**src/verilog/fcl_defines.svh**
```systemverilog
// Constants for the fractional FLL control block
`ifndef FCL_DEFINES_SVH
`define FCL_DEFINES_SVH

// ****************************************************************
// Timing
// ****************************************************************
`define FCL_CLK_PERIOD_PS 25000
`define FCL_REF_TIMEOUT_NS 50000
`define FCL_REF_TIMEOUT_CYC 12'((`FCL_REF_TIMEOUT_NS * 1000) / `FCL_CLK_PERIOD_PS)
`define FCL_FREERUN_PERIOD 12'h100
`define FCL_CNT_SAT 12'hfff

// ****************************************************************
// Source select codes
// ****************************************************************
`define FCL_SRC_PIN_ONE 4'h0
`define FCL_SRC_PIN_TWO 4'h1
`define FCL_SRC_BUS 4'h2
`define FCL_SRC_OTHER 4'h3
`define FCL_SRC_BIT_BASE 4'h4
`define FCL_SRC_FRAME_BASE 4'h8
`define FCL_AUDIO_PORTS 4'h3

// ****************************************************************
// Bus gear and out divider
// ****************************************************************
`define FCL_GEAR_MAX 4'ha
`define FCL_OUTDIV_MIN 3'h2

`endif

```
**src/verilog/fcl_pkg.sv**
```systemverilog
// Types shared by the fractional FLL control block
`include "fcl_defines.svh"

package fcl_pkg;

  typedef enum logic [2:0] {
    FCL_OFF = 3'h1,
    FCL_RUN = 3'h2,
    FCL_FREE = 3'h4
  } fcl_mode_e;

  // Host-side configuration of one loop
  typedef struct packed {
    logic fllEnable;
    logic syncEnable;
    logic freerunHold;
    logic ctrlUpdate;
    logic [9:0] intMult;
    logic [15:0] fracNum;
    logic [15:0] fracDen;
    logic [3:0] refSourceSel;
    logic [3:0] syncSourceSel;
    logic [1:0] refPrediv;
    logic [1:0] syncPrediv;
    logic [3:0] ratioSel;
    logic [3:0] loopGain;
    logic [2:0] outDivider;
  } fcl_cfg_s;

  // Status and applied control value of one loop
  typedef struct packed {
    logic running;
    logic freeRunning;
    logic refPresent;
    logic syncActive;
    logic loopTick;
    logic [9:0] activeN;
    logic [15:0] activeTheta;
    logic [15:0] activeLambda;
    logic [3:0] activeGain;
    logic [3:0] activeRatio;
    logic [2:0] activeOutDiv;
  } fcl_status_s;

  typedef struct packed {
    fcl_mode_e mode;
    logic established;
    logic syncOn;
    logic [3:0] refSel;
    logic [3:0] syncSel;
    logic [1:0] refDiv;
    logic [1:0] syncDiv;
    logic [2:0] refDivCnt;
    logic [2:0] syncDivCnt;
    logic [3:0] ratioCnt;
    logic [2:0] outCnt;
    logic [11:0] sinceRef;
    logic [11:0] sinceSync;
    logic [11:0] periodCnt;
    logic [11:0] lastPeriod;
    fcl_status_s st;
  } fcl_loop_s;

  typedef struct packed {
    logic [8:0] pinPrev;
    logic [8:0] busDivCnt;
    logic busHit;
    fcl_loop_s [1:0] loop;
  } fcl_state_s;

endpackage

```
**src/verilog/fcl_fll_control.sv**
```systemverilog
// Dual fractional FLL control: reference selection, dividers, mode and control latching
`timescale 1ns/1ps
`include "fcl_defines.svh"

module fcl_fll_control (
  input wire logic ref_clk, // 40 MHz system clock
  input wire logic rst, // Synchronous reset, active high
  input wire fcl_pkg::fcl_cfg_s [1:0] cfg, // Per-loop configuration fields
  input wire logic masterClockPinOne, // Master clock pin one level
  input wire logic masterClockPinTwo, // Master clock pin two level
  input wire logic serialBusClockIn, // Serial bus clock level
  input wire logic [3:0] busClockGear, // Current serial bus clock gear
  input wire logic [2:0] audioPortBitClock, // Audio port bit clocks
  input wire logic [2:0] audioPortFrameClock, // Audio port frame clocks
  output fcl_pkg::fcl_status_s [1:0] loopStatus // Per-loop status and control word
);
  import fcl_pkg::*;

  fcl_state_s cur;
  fcl_state_s next_cur;

  // Predivider terminal count for ratio 1, 2, 4 or 8
  function automatic logic [2:0] preMax(input logic [1:0] code);
    preMax = 3'((4'h1 << code) - 4'h1);
  endfunction

  // Adaptive bus divider: each gear step down from 10 to 1 doubles the division; gear 0 acts as gear 1
  function automatic logic [8:0] gearMax(input logic [3:0] gear);
    logic [3:0] g;
    g = (gear == 4'h0) ? 4'h1 : ((gear > `FCL_GEAR_MAX) ? `FCL_GEAR_MAX : gear);
    gearMax = 9'((10'h1 << (`FCL_GEAR_MAX - g)) - 10'h1);
  endfunction

  // Picks one rising-edge pulse by source code
  function automatic logic srcPulse(input logic [3:0] sel, input logic [8:0] rise,
                                    input logic busEvt, input logic otherTick);
    srcPulse = 1'b0;
    if (sel == `FCL_SRC_PIN_ONE) begin
      srcPulse = rise[0];
    end else if (sel == `FCL_SRC_PIN_TWO) begin
      srcPulse = rise[1];
    end else if (sel == `FCL_SRC_BUS) begin
      srcPulse = busEvt;
    end else if (sel == `FCL_SRC_OTHER) begin
      srcPulse = otherTick;
    end else if (sel >= `FCL_SRC_BIT_BASE && sel < `FCL_SRC_BIT_BASE + `FCL_AUDIO_PORTS) begin
      srcPulse = rise[3 + 2'(sel - `FCL_SRC_BIT_BASE)];
    end else if (sel >= `FCL_SRC_FRAME_BASE && sel < `FCL_SRC_FRAME_BASE + `FCL_AUDIO_PORTS) begin
      srcPulse = rise[6 + 2'(sel - `FCL_SRC_FRAME_BASE)];
    end
  endfunction

  // Saturating cycle counter step
  function automatic logic [11:0] satInc(input logic [11:0] v);
    satInc = (v == `FCL_CNT_SAT) ? v : 12'(v + 12'h1);
  endfunction

  // ****************************************************************
  // Next-state logic
  // ****************************************************************
  logic [8:0] pins;
  logic [8:0] rise;
  fcl_loop_s l;
  fcl_loop_s n;
  logic otherTick;
  logic refPulse;
  logic refHit;
  logic syncPulse;
  logic syncHit;
  logic refPresent;
  logic syncPresent;
  logic liveEvt;
  logic ratioHit;
  logic loopEvt;
  logic [2:0] outMax;

  // Both loops share the edge detectors and bus divider, then step independently
  always_comb begin
    next_cur = cur;
    l = cur.loop[0];
    n = l;
    otherTick = 1'b0;
    refPulse = 1'b0;
    refHit = 1'b0;
    syncPulse = 1'b0;
    syncHit = 1'b0;
    refPresent = 1'b0;
    syncPresent = 1'b0;
    liveEvt = 1'b0;
    ratioHit = 1'b0;
    loopEvt = 1'b0;
    outMax = `FCL_OUTDIV_MIN;
    pins = {audioPortFrameClock, audioPortBitClock, serialBusClockIn, masterClockPinTwo, masterClockPinOne};
    rise = pins & ~cur.pinPrev;
    next_cur.pinPrev = pins;
    // Bus edges thinned so the loop sees a constant rate across gears
    next_cur.busHit = 1'b0;
    if (rise[2]) begin
      if (cur.busDivCnt >= gearMax(busClockGear)) begin
        next_cur.busDivCnt = 9'h0;
        next_cur.busHit = 1'b1;
      end else begin
        next_cur.busDivCnt = 9'(cur.busDivCnt + 9'h1);
      end
    end
    for (int i = 0; i < 2; i++) begin
      l = cur.loop[i];
      n = l;
      n.st.loopTick = 1'b0;
      otherTick = (i == 0) ? cur.loop[1].st.loopTick : cur.loop[0].st.loopTick;
      // Reference and synchroniser predividers
      refPulse = srcPulse(l.refSel, rise, cur.busHit, otherTick);
      syncPulse = srcPulse(l.syncSel, rise, cur.busHit, otherTick);
      refHit = refPulse && (l.refDivCnt == preMax(l.refDiv));
      syncHit = syncPulse && (l.syncDivCnt == preMax(l.syncDiv));
      if (refPulse) begin
        n.refDivCnt = refHit ? 3'h0 : 3'(l.refDivCnt + 3'h1);
      end
      if (syncPulse) begin
        n.syncDivCnt = syncHit ? 3'h0 : 3'(l.syncDivCnt + 3'h1);
      end
      n.sinceRef = refHit ? 12'h0 : satInc(l.sinceRef);
      n.sinceSync = syncHit ? 12'h0 : satInc(l.sinceSync);
      refPresent = l.sinceRef < `FCL_REF_TIMEOUT_CYC;
      syncPresent = l.sinceSync < `FCL_REF_TIMEOUT_CYC;
      n.st.refPresent = refPresent;
      // Enabled synchroniser replaces the reference for the ratio divider whenever its clock is alive; presence and mode still follow the main reference
      n.st.syncActive = l.syncOn && syncPresent && (l.mode != FCL_OFF);
      liveEvt = (l.syncOn && syncPresent) ? syncHit : refHit;
      // Ratio divider on the live reference, only while locked to it
      ratioHit = 1'b0;
      if (l.mode == FCL_RUN && liveEvt) begin
        ratioHit = (l.ratioCnt >= l.st.activeRatio);
        n.ratioCnt = ratioHit ? 4'h0 : 4'(l.ratioCnt + 4'h1);
      end
      // Period memory lets free-running continue at the last rate
      n.periodCnt = satInc(l.periodCnt);
      loopEvt = 1'b0;
      if (l.mode == FCL_RUN && ratioHit) begin
        loopEvt = 1'b1;
        n.periodCnt = 12'h0;
        if (l.established) begin
          n.lastPeriod = satInc(l.periodCnt);
        end
        n.established = 1'b1;
      end else if (l.mode == FCL_FREE && satInc(l.periodCnt) >= l.lastPeriod) begin
        loopEvt = 1'b1;
        n.periodCnt = 12'h0;
      end
      // Output divider; codes below two fall back to divide by two
      outMax = (l.st.activeOutDiv < `FCL_OUTDIV_MIN) ? `FCL_OUTDIV_MIN : l.st.activeOutDiv;
      if (loopEvt) begin
        if (3'(l.outCnt + 3'h1) >= outMax) begin
          n.outCnt = 3'h0;
          n.st.loopTick = 1'b1;
        end else begin
          n.outCnt = 3'(l.outCnt + 3'h1);
        end
      end
      // Mode sequencing
      case (l.mode)
        FCL_OFF: begin
          if (cfg[i].fllEnable) begin
            n.established = 1'b0;
            n.periodCnt = 12'h0;
            n.lastPeriod = `FCL_FREERUN_PERIOD;
            // Hold bit lets the loop start with no reference at all
            n.mode = (!refPresent && cfg[i].freerunHold) ? FCL_FREE : FCL_RUN;
          end
        end
        FCL_RUN: begin
          if (!cfg[i].fllEnable) begin
            n.mode = FCL_OFF;
          end else if (cfg[i].freerunHold) begin
            n.mode = FCL_FREE;
          end else if (!refPresent && l.established) begin
            n.mode = FCL_FREE;
          end
        end
        FCL_FREE: begin
          if (!cfg[i].fllEnable) begin
            n.mode = FCL_OFF;
          end else if (!cfg[i].freerunHold && refPresent) begin
            n.mode = FCL_RUN;
          end
        end
        default: begin
          n.mode = FCL_OFF;
        end
      endcase
      n.st.running = (n.mode != FCL_OFF);
      n.st.freeRunning = (n.mode == FCL_FREE);
      // Control latching: disabled loops follow the fields directly
      if (!cfg[i].fllEnable) begin
        n.st.activeN = cfg[i].intMult;
        n.st.activeTheta = cfg[i].fracNum;
        n.st.activeLambda = cfg[i].fracDen;
        n.st.activeGain = cfg[i].loopGain;
        n.st.activeRatio = cfg[i].ratioSel;
        n.st.activeOutDiv = cfg[i].outDivider;
        n.syncOn = cfg[i].syncEnable;
        n.refSel = cfg[i].refSourceSel;
        n.syncSel = cfg[i].syncSourceSel;
        n.refDiv = cfg[i].refPrediv;
        n.syncDiv = cfg[i].syncPrediv;
      end else if (cfg[i].ctrlUpdate && !cfg[i].freerunHold) begin
        // Both fields move together; the hold bit freezes the value
        n.st.activeN = cfg[i].intMult;
        n.st.activeTheta = cfg[i].fracNum;
      end
      next_cur.loop[i] = n;
    end
  end

  // ****************************************************************
  // State register
  // ****************************************************************
  // All state lives in one register; reset parks both loops off
  always_ff @(posedge ref_clk) begin
    if (rst) begin
      cur <= '0;
      for (int i = 0; i < 2; i++) begin
        cur.loop[i].mode <= FCL_OFF;
        cur.loop[i].sinceRef <= `FCL_CNT_SAT;
        cur.loop[i].sinceSync <= `FCL_CNT_SAT;
        cur.loop[i].lastPeriod <= `FCL_FREERUN_PERIOD;
      end
    end else begin
      cur <= next_cur;
    end
  end

  // Status straight from the state register
  assign loopStatus = {cur.loop[1].st, cur.loop[0].st};

endmodule

```
**config.mk**
```make
export PLATFORM = sky130hd
export DESIGN_NAME = fcl_fll_control
export DESIGN_NICKNAME = d
export VERILOG_FILES = /design/src/verilog/fcl_pkg.sv /design/src/verilog/fcl_fll_control.sv
export VERILOG_INCLUDE_DIRS = /design/src /design/src/verilog
export SDC_FILE = /design/constraint.sdc
export NUM_CORES = 1
export LEC_CHECK = 0
export BUFFER_PORTS_ARGS = -buffer_cell sky130_fd_sc_hd__clkbuf_2
export CELL_PAD_IN_SITES_DETAIL_PLACEMENT = 1
export CELL_PAD_IN_SITES_GLOBAL_PLACEMENT = 2
export CORE_ASPECT_RATIO = 0.6
export CORE_UTILIZATION = 35
export CTS_BUF_LIST = sky130_fd_sc_hd__clkbuf_4 sky130_fd_sc_hd__clkbuf_8
export CTS_CLUSTER_SIZE = 16
export DETAILED_ROUTE_END_ITERATION = 12
export GPL_TIMING_DRIVEN = 0
export PLACE_DENSITY = 0.8
export SLEW_MARGIN = 30
export SYNTH_ARGS = -nofsm -noshare
export SYNTH_HDL_FRONTEND = slang
export SYNTH_SLANG_ARGS = --single-unit
```
**constraint.sdc**
```tcl
create_clock -name ref_clk -period 4.3 [get_ports ref_clk]
set_input_delay 0.43 -clock ref_clk [delete_from_list [all_inputs] [get_ports ref_clk]]
set_output_delay 0.43 -clock ref_clk [all_outputs]
set_load 0.1 [all_outputs]
```
==> results of run 1 <==
-- worst max path at each step --
stage | from | to | slack (ps) | cells after the start
CTS | cur[70]$_SDFF_PP0_ | cur[76]$_SDFF_PP0_ | 70 | 18
global placement | cur[70]$_SDFF_PP0_ | cur[76]$_SDFF_PP0_ | -40 | 18
detailed placement | cur[70]$_SDFF_PP0_ | cur[76]$_SDFF_PP0_ | -60 | 18
global route | cur[70]$_SDFF_PP0_ | cur[76]$_SDFF_PP0_ | 40 | 18
floorplan | cur[70]$_SDFF_PP0_ | cur[76]$_SDFF_PP0_ | 810 | 18
finish | cur[70]$_SDFF_PP0_ | cur[76]$_SDFF_PP0_ | 320 | 18
-- area by class of cell --
| type | instances | area [um^2] |
|---|---|---|
| inverter | 69 | 259 |
| fill | 4959 | 23000 |
| tap | 560 | 701 |
| sequential | 291 | 5830 |
| buffer | 188 | 1160 |
| clock buffer | 80 | 1010 |
| clock inverter | 10 | 78.8 |
| antenna | 2 | 5.00 |
| multi-input combinational | 1148 | 7450 |
| timing repair buffer | 270 | 1390 |
-- registers in the layout (all words and copies together), names as in the netlist --
| register | count |
|---|---|
| otherTick | 1 |
| cur | 175 |
| loopStatus | 115 |
-- worst max-delay path, cell delays in order, from the launching register on --
cell      delay [ps]
dfxtp_1          350
ha_1             240
and3_1           240
and2_1           210
nand3_2          130
clkbuf_4         220
nand3_1           80
o21ai_1          200
inv_1             80
ha_1             290
a21oi_1          140
o21ai_0          110
nand4_1          110
nand4_1           90
a221o_1          380
a22o_1           300
or2_1            330
clkbuf_2         230
a21oi_1          160
-- cells in the final DEF (no fill, tap or decap), drive strengths merged, types with 6 or more instances in the layout --
cell type,netlist,final
nor3b,12,12
o211ai,6,6
nand3b,6,6
nor2b,25,25
inv,69,70
buf,134,134
mux4,7,7
and3b,6,6
clkbuf,54,397
mux2,6,6
o21ai,86,86
nor3,11,11
mux2i,94,94
xor2,35,35
nand2b,27,27
o31ai,20,20
dlygate4sd3,0,7
o21a,12,12
nand2,175,175
and3,24,24
nand3,70,70
ha,79,79
clkinv,0,8
nor2,173,173
xnor2,26,26
nand4,17,17
a211oi,15,15
dfxtp,291,291
or4,6,6
a21oi,114,114
a21o,19,19
-- report_power, final --
group	total [mW]	leakage (nW)	internal (mW)	switching, mW
Combinational	1.91	5.29	0.647	1.26
Clock	2.73	0.586	1.54	1.19
Sequential	3.17	2.39	2.94	0.228
Total	7.81	8.26	5.13	2.68
-- cell families after synthesis --
group	synth area share, %
flip-flops	39.7
AND/OR/NAND/NOR	19.0
XOR/XNOR	3.64
multiplexers	7.97
AO/OA/AOI/OAI	13.4
adder cells (fa/ha/maj)	6.73
buffers and inverters	9.61
-- what timing repair did --
| action | 4_1_cts | 5_1_grt |
|---|---|---|
| resized for setup | 2 | 6 |
| hold buffers | 7 | 0 |
| endpoints found under the setup margin | 10 | 10 |
| hold endpoints to repair | 7 | 0 |
-- metal layers --
metal  global-route usage (%)  vias up  share of wire, %
li1                         -     6401                 -
met4                     5.54        0               1.7
met1                     29.7     6296                50
met3                     3.63       63               4.0
met5                        0        -                 0
met2                     31.7      201                44
-- through the flow --
step / instances / hold slack, ps / setup TNS (ps) / area (um^2) / utilization, %
6_report: 2618 / 49.1 / 0 / 17900 / 43.7
5_1_grt: 2618 / 12.0 / 0 / 17900 / 43.7
4_1_cts: 2616 / 1.09 / 0 / 17900 / 43.7
3_5_place_dp: 2519 / 446 / -292 / 16700 / 40.9
3_3_place_gp: 2519 / 439 / -194 / 16700 / 40.9
2_1_floorplan: 1696 / 432 / 0 / 14700 / -
==> impl_metrics.py, run 1 <==
metrics = {
    "status": {
        "status": "completed",
    },
    "synth": {
        "synth_area_leader_cell": "dfxtp_1",
        "ys_seq_area_share_pct": 39.7,
        "synth_top_area_share_pct": 39.7,
        "synth_ff_type": "dfxtp_1",
        "synth_area_mm2": 0.0147,
        "syn-num-nets": 1928,
        "synth_edf_count": 0,
        "ys_warn_count": 0,
        "ys_types": 74,
        "ys_ff_latch": 291,
        "synthArstFlopShare_pct": 0,
        "syn_avg_cell_area_um2": 8.65,
        "synthCells": 1696,
        "synth_most_common_cell": "dfxtp_1",
        "synthTopCellsByArea": "dfxtp_1, ha_1, mux2i_1, buf_4, nand2_1",
        "netlist_top_cells_count": "dfxtp_1, nand2_1, nor2_1",
    },
    "critical_path": {
        "rr_worst_depth": 18,
        "r2r_start": "cur[70]$_SDFF_PP0_",
        "r2r_end": "cur[76]$_SDFF_PP0_",
        "path_max_fanout": 10,
        "rrSetupSlack_ps": 320,
        "cp-end-kind": "flip-flop",
        "crit_arrival_ps": 4520,
        "critPathLaunchType": "flip-flop",
        "cp.required_ps": 4840,
        "critical_path_class": "reg2reg",
    },
    "global_route": {
        "antenna_found_initial": 2,
        "grt_pass1_wl_um": 70900,
        "grt_max_degree": 13,
        "first_global_vias": 13200,
        "grt_usage_pct": 20.7,
        "grt_overflow_total": 0,
    },
    "layout": {
        "fin_nets": 2249,
        "drive_gt1_share_pct": 24.5,
        "areaGrowthSynthToFinish_pct": 21.8,
    },
    "detailed_routing": {
        "dr.pass1.iters": 4,
        "ant_nets": 0,
        "viasPerCell": 4.95,
        "drt-initial-drc-count": 607,
        "drc_errors": 0,
        "wl_per_cell_um": 17.1,
        "wirelength_um": 44900,
        "vias": 13000,
    },
    "clock_tree": {
        "clock_latency_ps": 610,
        "numClockSinks": 291,
        "clockBufferDepth": 3,
        "post_cts_buffers": 0,
        "clkTransAtPathRegs_ps": 70,
        "cts_buffers": 49,
        "h-tree-depth": 2,
        "cts_root_buffer": "clkbuf_8",
        "cts_tree": "done",
    },
    "floorplanning": {
        "num_rows": 57,
        "die_w_um": 266,
        "core_mm2": 0.0409,
        "dieArea_mm2": 0.0428,
        "die_y_um": 161,
        "io_pins": 269,
        "initial_utilization_pct": 35.9,
    },
    "placed_design": {
        "dpl_worst_slack_ps": -60.1,
        "gp_congestion": 0.809,
        "dp_hpwl_um": 34300,
        "numPortBuffers": 263,
    },
    "hold_path": {
        "hold_depth": 3,
        "min_path_type": "in2reg",
        "min_to": "loopStatus[52]$_SDFFE_PP0P_",
        "hp-start": "cfg[64]",
    },
    "sta": {
        "finalHoldViolCount": 0,
        "min_period_ps": 3980,
        "setup_ws_ps": 316,
        "worst_slew_margin_rel_pct": 36.2,
        "clock_skew_ps": 30.8,
        "timing.fmax_mhz": 251,
        "post-route-period-util_pct": 92.7,
        "worst_slew_pin_slew_ps": 956,
        "setup_viol": 0,
        "grt_setup_unrepaired": "no",
        "drv_slew": 0,
    },
    "power": {
        "p_leak_nw": 8.26,
        "worst_ir_drop_vdd_uv": 233,
        "power_density_mw_per_mm2": 437,
        "total_power_mw": 7.81,
    },
    "job": {
        "drv_cap": 0,
    },
}
Note: power is estimated with default switching activity, not from simulation.
==> inputs of run 2 (changes only) <==
CORE_ASPECT_RATIO = 2   (was 0.6)
clock period = 3.77 ns   (was 4.3 ns; I/O delays follow)
==> run 2 against run 1 <==
  * Clock skew decreased by 2.3 ps
  * Sequential power increased by 14%
  * Total power increased by 12%
  * Largest cell class unchanged
  * Hold slack got worse by 19 ps
  * Highest routed layer unchanged
  * Register-to-register slack got worse by 140 ps
  * Wire length increased by 2.4%
  * Critical path type unchanged
==> impl_metrics.py, run 2 (synthesized netlist as in run 1, its figures left out) <==
metrics = {
    "placed_design": {
        "gp_congestion": 0.826,
        "numPortBuffers": 263,
        "dpl_worst_slack_ps": -621,
        "dp_hpwl_um": 35400,
    },
    "global_route": {
        "grt_max_degree": 13,
        "busiest_layer": "met2",
        "first_global_vias": 14100,
        "grt_usage_pct": 21.3,
        "grt_overflow_total": 0,
        "antenna_found_initial": 3,
        "grt_pass1_wl_um": 72500,
        "grt_util_met2_pct": 42.2,
        "grt_use_met1_pct": 21.1,
        "grtUsageMet3_pct": 3.06,
    },
    "sta": {
        "setup_ws_ps": 172,
        "min_period_ps": 3600,
        "timing.fmax_mhz": 278,
        "grt_setup_unrepaired": "no",
        "post-route-period-util_pct": 95.4,
        "worst_slew_margin_rel_pct": 36.1,
        "drv_slew": 0,
        "worst_slew_pin_slew_ps": 935,
        "whs_ps": 30.0,
        "setup_viol": 0,
        "clock_skew_ps": 28.5,
        "finalHoldViolCount": 0,
        "final.setup.tns_ps": 0,
    },
    "critical_path": {
        "path_max_fanout": 8,
        "cp-end-kind": "flip-flop",
        "rrSetupSlack_ps": 170,
        "crit_buf_inv": 3,
        "cpMaxStageDelayCell": "or4_1",
        "crit_arrival_ps": 4110,
        "critPathLaunchType": "flip-flop",
        "cp.required_ps": 4280,
        "cpPeakStageDelay_ps": 520,
        "cp_top_family": "simple AND/OR/NAND/NOR gates",
        "critical_path_class": "reg2reg",
        "path_cells": "inv_1, ha_1, inv_1, mux4_2, or4_1, a311oi_4, buf_4, mux2_2, nand3_2, or4_1, a21oi_1",
    },
    "detailed_routing": {
        "viasPerCell": 4.98,
        "ant_nets": 0,
        "drt-initial-drc-count": 276,
        "wl_per_cell_um": 17.4,
        "wirelength_um": 46000,
        "drc_errors": 0,
        "dr.pass1.iters": 5,
        "vias": 13200,
    },
    "power": {
        "power_density_mw_per_mm2": 474,
        "worst_ir_drop_vdd_uv": 323,
        "p_leak_nw": 8.49,
    },
    "floorplanning": {
        "die_w_um": 147,
        "initial_utilization_pct": 35.7,
        "core_mm2": 0.0411,
        "dieArea_mm2": 0.0428,
        "io_pins": 269,
        "die_y_um": 292,
        "num_rows": 105,
    },
    "layout": {
        "regMostFlops": "cur",
        "largest_reg_flops": 175,
        "layout_commonest_cell": "dfxtp_1",
        "final_cell_mix": "dfxtp_1, clkbuf_2, nand2_1, nor2_1, buf_4",
        "fin_nets": 2304,
        "post-route-util_pct": 44.8,
        "drive_gt1_share_pct": 24.5,
        "areaGrowthSynthToFinish_pct": 25.6,
    },
    "clock_tree": {
        "numClockSinks": 291,
        "cts_tree": "done",
        "clock_latency_ps": 590,
        "clkTransAtPathRegs_ps": 60,
        "clockBufferDepth": 3,
        "cts_root_buffer": "clkbuf_8",
        "h-tree-depth": 2,
        "cts_buffers": 46,
    },
    "hold_path": {
        "min_path_type": "in2reg",
    },
    "status": {
        "status": "completed",
    },
    "job": {
        "drv_cap": 0,
    },
}
-- run 2: changes by cell type in the layout (fill, tap and decap cells not counted), sizes merged --
| cell | change |
|---|---|
| buf | +2 |
| clkbuf | -8 |
| clkinv | -3 |
| clkinvlp | +2 |
| diode | +1 |
| dlygate4sd3 | +56 |
-- run 2: worst paths after layout --
check | to | cells past startpoint | from
max | cur[112]$_SDFFE_PP0P_ | 11 | cur[124]$_SDFFE_PP0N_
min | loopStatus[50]$_SDFFE_PP0P_ | 3 | cfg[62]
max reg2reg | cur[112]$_SDFFE_PP0P_ | 11 | cur[124]$_SDFFE_PP0N_
min reg2reg | loopStatus[91]$_SDFFE_PP0P_ | 2 | loopStatus[91]$_SDFFE_PP0P_
-- run 2: stage by stage --
step / total power [mW] / instances / cell area, um^2
after floorplan: 5.29 / 1696 / 14700
after global placement: 5.77 / 2494 / 16700
after detailed placement: 5.84 / 2494 / 16700
after CTS: 8.87 / 2641 / 18400
after global routing: 9.21 / 2643 / 18400
final: 8.73 / 2643 / 18400
-- run 2: metal layers --
metal | up-vias | wire length (um)
met2 | 271 | 25400
met1 | 6295 | 16700
li1 | 6498 | -
met3 | 104 | 1740
met5 | - | 0
met4 | 0 | 2120
-- run 2: what timing repair did --
action | CTS | global route
hold buffers | 63 | 0
gates resized for setup | 16 | 20
endpoints found under the setup margin | 31 | 40
cloned | 1 | 0
endpoints found under the hold margin | 63 | 0
pin swaps | 1 | 0
buffers inserted | 2 | 0
-- run 2: area by class of cell --
class | count | area [um^2]
diodes | 3 | 7.51
plain buffers | 187 | 1170
clock buffers | 72 | 903
clock inverters | 9 | 78.8
fillers | 4954 | 22700
inverters | 69 | 259
multi-input cells | 1148 | 7550
flip-flops and latches | 291 | 5830
well taps | 535 | 669
repair buffers | 329 | 1970
-- run 2: worst min-delay path, delay by kind of cell --
kind / cells / cell delay, ps
buffers and inverters: 1 / 80
AO/OA/AOI/OAI: 1 / 60
AND/OR/NAND/NOR: 1 / 50
-- run 2: power breakdown --
part / switching (mW) / internal, mW / total (mW)
Combinational: 1.44 / 0.787 / 2.22
Sequential: 0.255 / 3.36 / 3.61
Clock: 1.31 / 1.59 / 2.90
